==> src/common/tcc_cfg.svh <==
// Constants of the eight-bit timer compare core
//
// Functional notes
// - Timer held off while power reduce bit set
// - Counter and both compares are eight bits
// - Every request shows as flag, individually masked
// - Clock select zero stops the counter
// - Async select switches to crystal oscillator clock
// - Bottom at zero, max at FF, mode-chosen top
// - Clear, increment or decrement by one per tick
// - Counter readable and writable without timer clock
// - Counter write beats clear and count
// - Three-bit mode field split over two registers
// - Overflow flag set per mode, maskable request
// - Continuous equality compare per channel
// - Compare flag set one timer tick after match
// - Compare request masked; cleared when serviced
// - Writing one clears flag, zero leaves it
// - Output from match, mode and output mode
// - Max and bottom handle extreme cases
// - Each channel drives its own compare pin
// - PWM compare writes buffered, others direct
// - Counter write blocks next tick's matches
`ifndef TCC_CFG_SVH
`define TCC_CFG_SVH

`define TCC_BOTTOM 8'h00
`define TCC_MAX 8'hFF
`define TCC_CNT_RST 8'h00
`define TCC_CMP_RST 8'h00
`define TCC_FLAG_RST 3'b000

// Cycles the oscillator filter needs after reset before edges count
`define TCC_OSC_SETTLE 3'h6

// Flag and mask bit positions
`define TCC_OVF_BIT 0
`define TCC_CMPA_BIT 1
`define TCC_CMPB_BIT 2

// Waveform mode field codes
`define TCC_WM_NORMAL 3'h0
`define TCC_WM_PC_MAX 3'h1
`define TCC_WM_CTC 3'h2
`define TCC_WM_FAST_MAX 3'h3
`define TCC_WM_PC_CMPA 3'h5
`define TCC_WM_FAST_CMPA 3'h7

// Compare output mode codes
`define TCC_COM_OFF 2'h0
`define TCC_COM_TOGGLE 2'h1
`define TCC_COM_CLEAR 2'h2
`define TCC_COM_SET 2'h3

// Prescaler tap masks per clock select code
`define TCC_PRE_DIV8 10'h007
`define TCC_PRE_DIV32 10'h01F
`define TCC_PRE_DIV64 10'h03F
`define TCC_PRE_DIV128 10'h07F
`define TCC_PRE_DIV256 10'h0FF
`define TCC_PRE_DIV1024 10'h3FF

`endif

==> src/common/tcc_pkg.sv <==
// Types shared by the timer compare core
package tcc_pkg;
	typedef enum logic [1:0] {
		TCC_UP = 2'b01,
		TCC_DOWN = 2'b10
	} tcc_dir_e;
	typedef logic [7:0] tcc_byte_t;
endpackage

==> src/rtl/tcc_sync.sv <==
// Three-stage synchroniser with agreement filter
`timescale 1ns/1ps
module tcc_sync (
	// Clock and reset
	input wire logic clk_sys,
	input wire logic sys_rst,
	// Asynchronous level in, filtered level out
	input wire logic async_in,
	output logic level
);
	logic stage1;
	logic stage2;
	logic stage3;

	always_ff @(posedge clk_sys or posedge sys_rst) begin
		if (sys_rst) begin
			stage1 <= 1'b0;
			stage2 <= 1'b0;
			stage3 <= 1'b0;
		end else begin
			stage1 <= async_in;
			stage2 <= stage1;
			stage3 <= stage2;
		end
	end

	// Only a level seen by both late stages is accepted
	always_ff @(posedge clk_sys or posedge sys_rst) begin
		if (sys_rst) begin
			level <= 1'b0;
		end else if (stage2 == stage3) begin
			level <= stage3;
		end
	end
endmodule

==> src/rtl/tcc_chan.sv <==
// One compare channel: value buffer and waveform output
`timescale 1ns/1ps
`include "tcc_cfg.svh"
module tcc_chan
	import tcc_pkg::*;
(
	// Clock and reset
	input wire logic clk_sys,
	input wire logic sys_rst,
	// Compare value write
	input wire logic cpu_wr,
	input wire tcc_byte_t cpu_data,
	input wire logic reload,
	// Timing from the counter
	input wire logic match,
	input wire logic bottom_evt,
	input wire logic force_strobe,
	input wire logic fast_pwm,
	input wire logic pc_pwm,
	input wire logic count_up,
	input wire logic [1:0] out_mode,
	// Results
	output tcc_byte_t cmp_active,
	output tcc_byte_t cmp_buffer,
	output logic pin
);
	logic pwm;
	logic oc_state;

	assign pwm = fast_pwm | pc_pwm;

	// Buffer is what software sees in every mode
	always_ff @(posedge clk_sys or posedge sys_rst) begin
		if (sys_rst) begin
			cmp_buffer <= `TCC_CMP_RST;
		end else if (cpu_wr) begin
			cmp_buffer <= cpu_data;
		end
	end

	always_ff @(posedge clk_sys or posedge sys_rst) begin
		if (sys_rst) begin
			cmp_active <= `TCC_CMP_RST;
		end else if (!pwm && cpu_wr) begin
			cmp_active <= cpu_data;
		end else if (pwm && reload) begin
			cmp_active <= cmp_buffer;
		end
	end

	always_ff @(posedge clk_sys or posedge sys_rst) begin
		if (sys_rst) begin
			oc_state <= 1'b0;
		end else if (fast_pwm) begin
			// Bottom wins so a top-valued compare stays one level
			if (bottom_evt && out_mode[1]) begin
				oc_state <= ~out_mode[0];
			end else if (match && out_mode[1]) begin
				oc_state <= out_mode[0];
			end
		end else if (pc_pwm) begin
			if (match && out_mode[1]) begin
				oc_state <= out_mode[0] ^ ~count_up;
			end
		end else if (match || force_strobe) begin
			case (out_mode)
				`TCC_COM_TOGGLE: oc_state <= ~oc_state;
				`TCC_COM_CLEAR: oc_state <= 1'b0;
				`TCC_COM_SET: oc_state <= 1'b1;
				default: oc_state <= oc_state;
			endcase
		end
	end

	always_ff @(posedge clk_sys or posedge sys_rst) begin
		if (sys_rst) begin
			pin <= 1'b0;
		end else begin
			pin <= oc_state & (out_mode != `TCC_COM_OFF);
		end
	end
endmodule

==> src/rtl/tcc_top.sv <==
// Eight-bit timer with two compare channels and crystal clock
`timescale 1ns/1ps
`include "tcc_cfg.svh"
module tcc_top
	import tcc_pkg::*;
(
	// Clock and reset
	input wire logic clk_sys,
	input wire logic sys_rst,
	// Power and clock configuration
	input wire logic power_reduce_timer,
	input wire logic async_select,
	input wire logic [2:0] clock_select_field,
	// Mode configuration, low bits from control A, high bit from B
	input wire logic waveform_mode_bit0,
	input wire logic waveform_mode_bit1,
	input wire logic waveform_mode_bit2,
	input wire logic [1:0] compare_output_mode_a,
	input wire logic [1:0] compare_output_mode_b,
	// Counter and compare writes
	input wire logic count_wr,
	input wire tcc_byte_t count_wr_data,
	input wire logic compare_wr_a,
	input wire logic compare_wr_b,
	input wire tcc_byte_t compare_wr_data,
	input wire logic force_compare_strobe_a,
	input wire logic force_compare_strobe_b,
	// Flag clear by one-write, service acknowledge, mask
	input wire logic flag_wr,
	input wire logic [2:0] flag_wr_data,
	input wire logic [2:0] irq_ack,
	input wire logic [2:0] timer_mask_reg,
	// Crystal oscillator pins
	input wire logic osc_pin_in,
	output logic osc_pin_out,
	// Status
	output tcc_byte_t count_value,
	output tcc_byte_t compare_value_a,
	output tcc_byte_t compare_value_b,
	output logic [2:0] timer_flag_reg,
	output logic [2:0] irq_req,
	output logic at_bottom,
	output logic at_max,
	// Compare pins
	output logic compare_pin_a,
	output logic compare_pin_b
);
	////////////////////////////////////////////////////////////////////
	// Clock source and prescaler

	logic osc_level;
	logic osc_prev;
	logic src_tick;
	logic [9:0] pre_cnt;
	logic [9:0] pre_mask;
	logic tick;
	logic enabled;
	logic [2:0] osc_settle;
	logic osc_ready;

	tcc_sync u_osc_sync (
		.clk_sys(clk_sys),
		.sys_rst(sys_rst),
		.async_in(osc_pin_in),
		.level(osc_level)
	);

	always_ff @(posedge clk_sys or posedge sys_rst) begin
		if (sys_rst) begin
			osc_prev <= 1'b0;
		end else begin
			osc_prev <= osc_level;
		end
	end

	// Feedback drive for the crystal, inverted like an amplifier
	always_ff @(posedge clk_sys or posedge sys_rst) begin
		if (sys_rst) begin
			osc_pin_out <= 1'b1;
		end else begin
			osc_pin_out <= ~osc_level;
		end
	end

	// Pin already high at reset must not count as a rising edge
	always_ff @(posedge clk_sys or posedge sys_rst) begin
		if (sys_rst) begin
			osc_settle <= 3'h0;
		end else if (osc_settle != `TCC_OSC_SETTLE) begin
			osc_settle <= osc_settle + 3'h1;
		end
	end

	assign osc_ready = osc_settle == `TCC_OSC_SETTLE;
	assign enabled = ~power_reduce_timer;
	// Oscillator edges only count after the filter agrees
	assign src_tick = async_select ?
		(osc_ready & osc_level & ~osc_prev) : 1'b1;

	always_comb begin
		case (clock_select_field)
			3'h2: pre_mask = `TCC_PRE_DIV8;
			3'h3: pre_mask = `TCC_PRE_DIV32;
			3'h4: pre_mask = `TCC_PRE_DIV64;
			3'h5: pre_mask = `TCC_PRE_DIV128;
			3'h6: pre_mask = `TCC_PRE_DIV256;
			3'h7: pre_mask = `TCC_PRE_DIV1024;
			default: pre_mask = 10'h000;
		endcase
	end

	always_ff @(posedge clk_sys or posedge sys_rst) begin
		if (sys_rst) begin
			pre_cnt <= 10'h000;
		end else if (!enabled || clock_select_field == 3'h0) begin
			pre_cnt <= 10'h000;
		end else if (src_tick) begin
			pre_cnt <= pre_cnt + 10'h001;
		end
	end

	assign tick = enabled && clock_select_field != 3'h0 && src_tick &&
		(pre_cnt & pre_mask) == pre_mask;

	////////////////////////////////////////////////////////////////////
	// Mode decode

	logic [2:0] waveform_mode_field;
	logic fast_pwm;
	logic pc_pwm;
	logic ctc;
	logic top_cmpa;
	tcc_byte_t top_val;
	tcc_byte_t cmp_a;
	tcc_byte_t cmp_b;

	assign waveform_mode_field = {waveform_mode_bit2, waveform_mode_bit1,
		waveform_mode_bit0};
	assign fast_pwm = waveform_mode_field == `TCC_WM_FAST_MAX ||
		waveform_mode_field == `TCC_WM_FAST_CMPA;
	assign pc_pwm = waveform_mode_field == `TCC_WM_PC_MAX ||
		waveform_mode_field == `TCC_WM_PC_CMPA;
	assign ctc = waveform_mode_field == `TCC_WM_CTC;
	assign top_cmpa = ctc || waveform_mode_field == `TCC_WM_PC_CMPA ||
		waveform_mode_field == `TCC_WM_FAST_CMPA;
	assign top_val = top_cmpa ? cmp_a : `TCC_MAX;

	////////////////////////////////////////////////////////////////////
	// Counter unit

	tcc_dir_e dir;
	logic at_top;
	logic wrap_evt;
	logic turn_evt;
	logic ovf_evt;
	logic block_match;
	logic match_a;
	logic match_b;

	assign at_top = count_value == top_val;
	// Fast and clear-on-top modes restart at top, phase correct never wraps, others roll at max
	assign wrap_evt = tick && !pc_pwm &&
		((fast_pwm || ctc) ? at_top : count_value == `TCC_MAX);
	assign turn_evt = tick && pc_pwm && dir == TCC_UP && at_top;
	assign ovf_evt = !count_wr && enabled && (wrap_evt || (tick && pc_pwm &&
		dir == TCC_DOWN && count_value == `TCC_BOTTOM));

	always_ff @(posedge clk_sys or posedge sys_rst) begin
		if (sys_rst) begin
			count_value <= `TCC_CNT_RST;
		end else if (count_wr && enabled) begin
			count_value <= count_wr_data;
		end else if (wrap_evt) begin
			count_value <= `TCC_BOTTOM;
		end else if (tick && pc_pwm) begin
			if ((dir == TCC_UP) != at_top && count_value != `TCC_BOTTOM ||
				(dir == TCC_UP && !at_top)) begin
				count_value <= count_value + 8'h01;
			end else if (dir == TCC_DOWN && count_value == `TCC_BOTTOM) begin
				count_value <= count_value + 8'h01;
			end else begin
				count_value <= count_value - 8'h01;
			end
		end else if (tick) begin
			count_value <= count_value + 8'h01;
		end
	end

	always_ff @(posedge clk_sys or posedge sys_rst) begin
		if (sys_rst) begin
			dir <= TCC_UP;
		end else if (!pc_pwm) begin
			dir <= TCC_UP;
		end else if (tick && !count_wr) begin
			case (dir)
				TCC_UP: if (at_top) dir <= TCC_DOWN;
				TCC_DOWN: if (count_value == `TCC_BOTTOM) dir <= TCC_UP;
				default: dir <= TCC_UP;
			endcase
		end
	end

	// Blocking lasts until the next tick, even while stopped
	always_ff @(posedge clk_sys or posedge sys_rst) begin
		if (sys_rst) begin
			block_match <= 1'b0;
		end else if (count_wr && enabled) begin
			block_match <= 1'b1;
		end else if (tick) begin
			block_match <= 1'b0;
		end
	end

	// Equality is sampled at the tick that leaves the matching value
	assign match_a = tick && !count_wr && !block_match &&
		count_value == cmp_a;
	assign match_b = tick && !count_wr && !block_match &&
		count_value == cmp_b;

	always_ff @(posedge clk_sys or posedge sys_rst) begin
		if (sys_rst) begin
			at_bottom <= 1'b1;
			at_max <= 1'b0;
		end else begin
			at_bottom <= count_value == `TCC_BOTTOM;
			at_max <= count_value == `TCC_MAX;
		end
	end

	////////////////////////////////////////////////////////////////////
	// Compare channels

	logic reload;
	logic bottom_evt;

	// Fast PWM reloads at bottom, phase correct at top
	assign reload = fast_pwm ? wrap_evt : turn_evt;
	assign bottom_evt = wrap_evt && !count_wr;

	tcc_chan u_chan_a (
		.clk_sys(clk_sys),
		.sys_rst(sys_rst),
		.cpu_wr(compare_wr_a && enabled),
		.cpu_data(compare_wr_data),
		.reload(reload),
		.match(match_a),
		.bottom_evt(bottom_evt),
		.force_strobe(force_compare_strobe_a && enabled),
		.fast_pwm(fast_pwm),
		.pc_pwm(pc_pwm),
		.count_up(dir == TCC_UP),
		.out_mode(compare_output_mode_a),
		.cmp_active(cmp_a),
		.cmp_buffer(compare_value_a),
		.pin(compare_pin_a)
	);

	tcc_chan u_chan_b (
		.clk_sys(clk_sys),
		.sys_rst(sys_rst),
		.cpu_wr(compare_wr_b && enabled),
		.cpu_data(compare_wr_data),
		.reload(reload),
		.match(match_b),
		.bottom_evt(bottom_evt),
		.force_strobe(force_compare_strobe_b && enabled),
		.fast_pwm(fast_pwm),
		.pc_pwm(pc_pwm),
		.count_up(dir == TCC_UP),
		.out_mode(compare_output_mode_b),
		.cmp_active(cmp_b),
		.cmp_buffer(compare_value_b),
		.pin(compare_pin_b)
	);

	////////////////////////////////////////////////////////////////////
	// Flags and requests

	logic [2:0] flag_set;
	logic [2:0] flag_clr;

	// Forced strobes never reach these flags
	assign flag_set = {match_b, match_a, ovf_evt};
	assign flag_clr = (flag_wr ? flag_wr_data : 3'b000) | irq_ack;

	// A set arriving with a clear is kept
	always_ff @(posedge clk_sys or posedge sys_rst) begin
		if (sys_rst) begin
			timer_flag_reg <= `TCC_FLAG_RST;
		end else begin
			timer_flag_reg <= flag_set | (timer_flag_reg & ~flag_clr);
		end
	end

	always_ff @(posedge clk_sys or posedge sys_rst) begin
		if (sys_rst) begin
			irq_req <= 3'b000;
		end else begin
			irq_req <= timer_flag_reg & timer_mask_reg & ~flag_clr;
		end
	end
endmodule

==> config.mk <==
export PLATFORM = sky130hd
export DESIGN_NAME = tcc_top
export DESIGN_NICKNAME = d
export VERILOG_FILES = /design/src/common/tcc_pkg.sv /design/src/rtl/tcc_sync.sv /design/src/rtl/tcc_chan.sv /design/src/rtl/tcc_top.sv
export VERILOG_INCLUDE_DIRS = /design/src /design/src/common
export SDC_FILE = /design/constraint.sdc
export NUM_CORES = 1
export LEC_CHECK = 0
export BUFFER_PORTS_ARGS = -buffer_cell sky130_fd_sc_hd__buf_4
export CAP_MARGIN = 20
export CORE_UTILIZATION = 45
export DETAILED_ROUTE_END_ITERATION = 10
export PLACE_DENSITY = 0.7
export SETUP_SLACK_MARGIN = 0.1
export SKIP_LAST_GASP = 1
export SYNTH_ARGS = -nofsm -noshare
export SYNTH_HDL_FRONTEND = slang
export SYNTH_SLANG_ARGS = --single-unit
==> constraint.sdc <==
create_clock -name clk_sys -period 8.7 [get_ports clk_sys]
set_clock_uncertainty 0.05 [all_clocks]
set_input_delay 0.435 -clock clk_sys [delete_from_list [all_inputs] [get_ports clk_sys]]
set_output_delay 0.435 -clock clk_sys [all_outputs]
set_load 0.02 [all_outputs]
==> flow_summary.toml <==
[logic_synthesis]
synthAdderAreaFrac_pct = 3.50
synthesis.area_sq_mm = 0.00422
synthSimpleGateAreaFrac_pct = 19.0
synthArstFlopShare_pct = 100
synth_seq_cells = 74
synthMuxAreaShare_pct = 11.0
yosys_warnings = 0
netlist_instances = 426
synth_top_family_by_area = "simple AND/OR/NAND/NOR gates"
ys_types = 64
synth_compound_area_share_pct = 14.5
post_synth.cell_area_avg_sq_um = 9.90
synth_seq_area_share_pct = 44.0
synth_edf_count = 0
synth.net_count = 483
ys.flop_type = "dfrtp_1"
synth-xor-area-share_pct = 4.16

[sta]
slew_headroom_pct = 31.7
finalCritPeriodShare_pct = 41.5
finalCriticalPeriod_ps = 3610
max_freq_mhz = 277
setup_tns_ps = 0
tightest_slew_ps = 1020
drv_slew = 0
hold_violations = 0
rsz0062_at_grt = "no"
setup_violations = 0

[die]
start_util_pct = 47.4
core_region_area_sq_mm = 0.00889
die_h_um = 98.8
dieArea_sq_mm = 0.00976
die_x_um = 98.8
ios = 81
rows = 34

[clocking]
root_buffer = "clkbuf_8"
h-tree-depth = 3
clock_sinks = 74
clkLatencyLatePin_ps = 350
cts_made_buffers = 9
postCtsHoldBufs = 0
post_cts_resized = 0
postCtsSetupBuffers = 0
cts_tree = "yes"
clock_path_buffers = 2
cts.reportedPaths.clkPinSlew_ps = 80

[setup_path]
path_buf_inv = 0
r2r_cells = 12
worst_r2r_endpoint = "count_value[4]$_DFFE_PP0P_"
cp_max_fo = 12
crit_chain = "nor2b_1 -> a2111oi_4 -> nand2_2 -> or2_1 -> ha_1 -> nor3b_1 -> or4b_4 -> nand2_4 -> mux2_1 -> nor3b_2 -> a21oi_1 -> o21ai_1"
cp_slowest_cell = "dfrtp_1"
critical_path_class = "flop to flop"
arrival_ps = 3780
critical_path.top_delay_family = "simple AND/OR/NAND/NOR gates"
worstPathRequired_ps = 8860
cp-start-kind = "flop"
r2r_slack_ps = 5090
end_kind = "flop"
max_stage_delay_ps = 550
regToRegStartpoint = "count_value[2]$_DFFE_PP0P_"

[power_and_ir_drop]
power.leakage_uw = 0.00221
ir_drop_v = 0.000121
powerDensity_mw_per_mm2 = 175

[detailed_routing]
drt-total-wl_mm = 9.72
route.vias.total = 3467
avgRoutedWirePerCell_um = 15.8
avgViaCountPerCell = 5.66
drt-pass1-iter-count = 4
drc = 0
ant_nets = 0
drt_iter0_markers = 99

[global_route]
antenna_found_initial = 0
grt_pass1_vias = 3314
grt.overflow.total = 0
grt_max_degree = 75
grt_first_pass_wirelength_mm = 16.3
grt_usage_pct = 21.0

[placement]
portBuffers = 80
hpwl_mm = 7.06
placed_cell_area_sq_mm = 0.00486
place_congestion = 0.866

[finish]
fillers = 782
mostFrequentLayoutCell = "buf_4"
nets = 557
largest_reg_flops = 10
diodes = 0
layout_common_cells = "buf_4, dfrtp_1, nand2_1"
register_area_sq_mm = 0.00186
area_growth_pct = 20.0
fin_area_sq_mm = 0.00506
multi_input_area_sq_mm = 0.00220
regMostFlops = "pre_cnt"
drive_above_1_share_pct = 26.3

[worst_hold_path]
min_from = "osc_pin_in"
hold_path.class = "primary input to flop"
min_to = "u_osc_sync.stage1$_DFF_PP0_"
hold_path_depth = 1

[run_status]
outcome = "finished, final reports clean"

[run]
maxCapViolCount = 0
## worst max path at each step
stage	from	end	slack (ps)	cells past startpoint
after floorplan	count_value[2]$_DFFE_PP0P_	count_value[4]$_DFFE_PP0P_	5280	14
after global placement	waveform_mode_bit0	count_value[4]$_DFFE_PP0P_	5120	13
after detailed placement	waveform_mode_bit0	count_value[4]$_DFFE_PP0P_	5020	13
after CTS	count_value[2]$_DFFE_PP0P_	count_value[4]$_DFFE_PP0P_	5070	12
after global routing	count_value[2]$_DFFE_PP0P_	count_value[4]$_DFFE_PP0P_	4910	12
final	count_value[2]$_DFFE_PP0P_	count_value[4]$_DFFE_PP0P_	5090	12
## cells in the mapped netlist, drive strengths merged (7+ instances only)
| master | count | area [sq um] |
|---|---|---|
| nor3 | 7 | 46.3 |
| o31ai | 7 | 57.6 |
| inv | 16 | 60.1 |
| buf | 9 | 61.3 |
| xor2 | 14 | 123 |
| nand3 | 7 | 35.0 |
| ha | 11 | 138 |
| nor2 | 33 | 124 |
| dfrtp | 71 | 1780 |
| nand2b | 9 | 56.3 |
| clkbuf | 10 | 37.5 |
| a31oi | 7 | 43.8 |
| mux2i | 25 | 250 |
| o21ai | 32 | 160 |
| a21oi | 10 | 61.3 |
| o211ai | 7 | 62.6 |
| mux2 | 19 | 214 |
| nand2 | 51 | 201 |
| nor2b | 11 | 68.8 |
## area by class of cell
| type | count | share of cell area, % |
|---|---|---|
| Tap cell | 108 | 2.67 |
| Multi-Input combinational cell | 317 | 43.5 |
| Clock inverter | 6 | 1.29 |
| Clock buffer | 10 | 2.52 |
| Inverter | 16 | 1.19 |
| Timing Repair Buffer | 82 | 12.1 |
| Sequential cell | 74 | 36.7 |
## layer usage
metal  wire, um  global-route usage, %  vias to the layer above
met5          0                      0                        -
met4        174                   6.89                        0
met3        493                   5.32                       17
met2       4470                   33.7                      101
met1       4580                   27.9                     1680
li1           -                      -                     1669
## kinds of logic (layout without fill, tap and decap cells)
kind of cell,Yosys count,in the layout
multiplexers,44,44
AO/OA/AOI/OAI,86,86
buffers and inverters,35,114
XOR/XNOR,20,20
flip-flops,74,74
adder cells (fa/ha/maj),12,12
AND/OR/NAND/NOR,155,155
## power breakdown
group          internal (uW)  switching [uW]  leakage, uW
Sequential               381            40.8     0.000907
Clock                    134             137    0.0000971
Combinational           91.8             102      0.00121
## stage by stage
step	total power [uW]	hold slack (ps)	setup WS [ps]	utilization, %	std cells
2_1_floorplan	545	281	5280	-	426
3_3_place_gp	618	287	5120	54.7	596
3_5_place_dp	623	289	5020	54.7	596
4_1_cts	894	114	5070	56.8	612
5_1_grt	931	102	4910	56.9	613
6_report	886	133	5090	56.9	613
## worst reg2reg max path: stages, from the launching register on
cell and delay (ps):
dfrtp_1 550, nor2b_1 130, a2111oi_4 410, nand2_2 140, or2_1 320, ha_1 200, nor3b_1 260, or4b_4 550
nand2_4 150, mux2_1 350, nor3b_2 160, a21oi_1 140, o21ai_1 70
(Power assumes the default switching activity.)
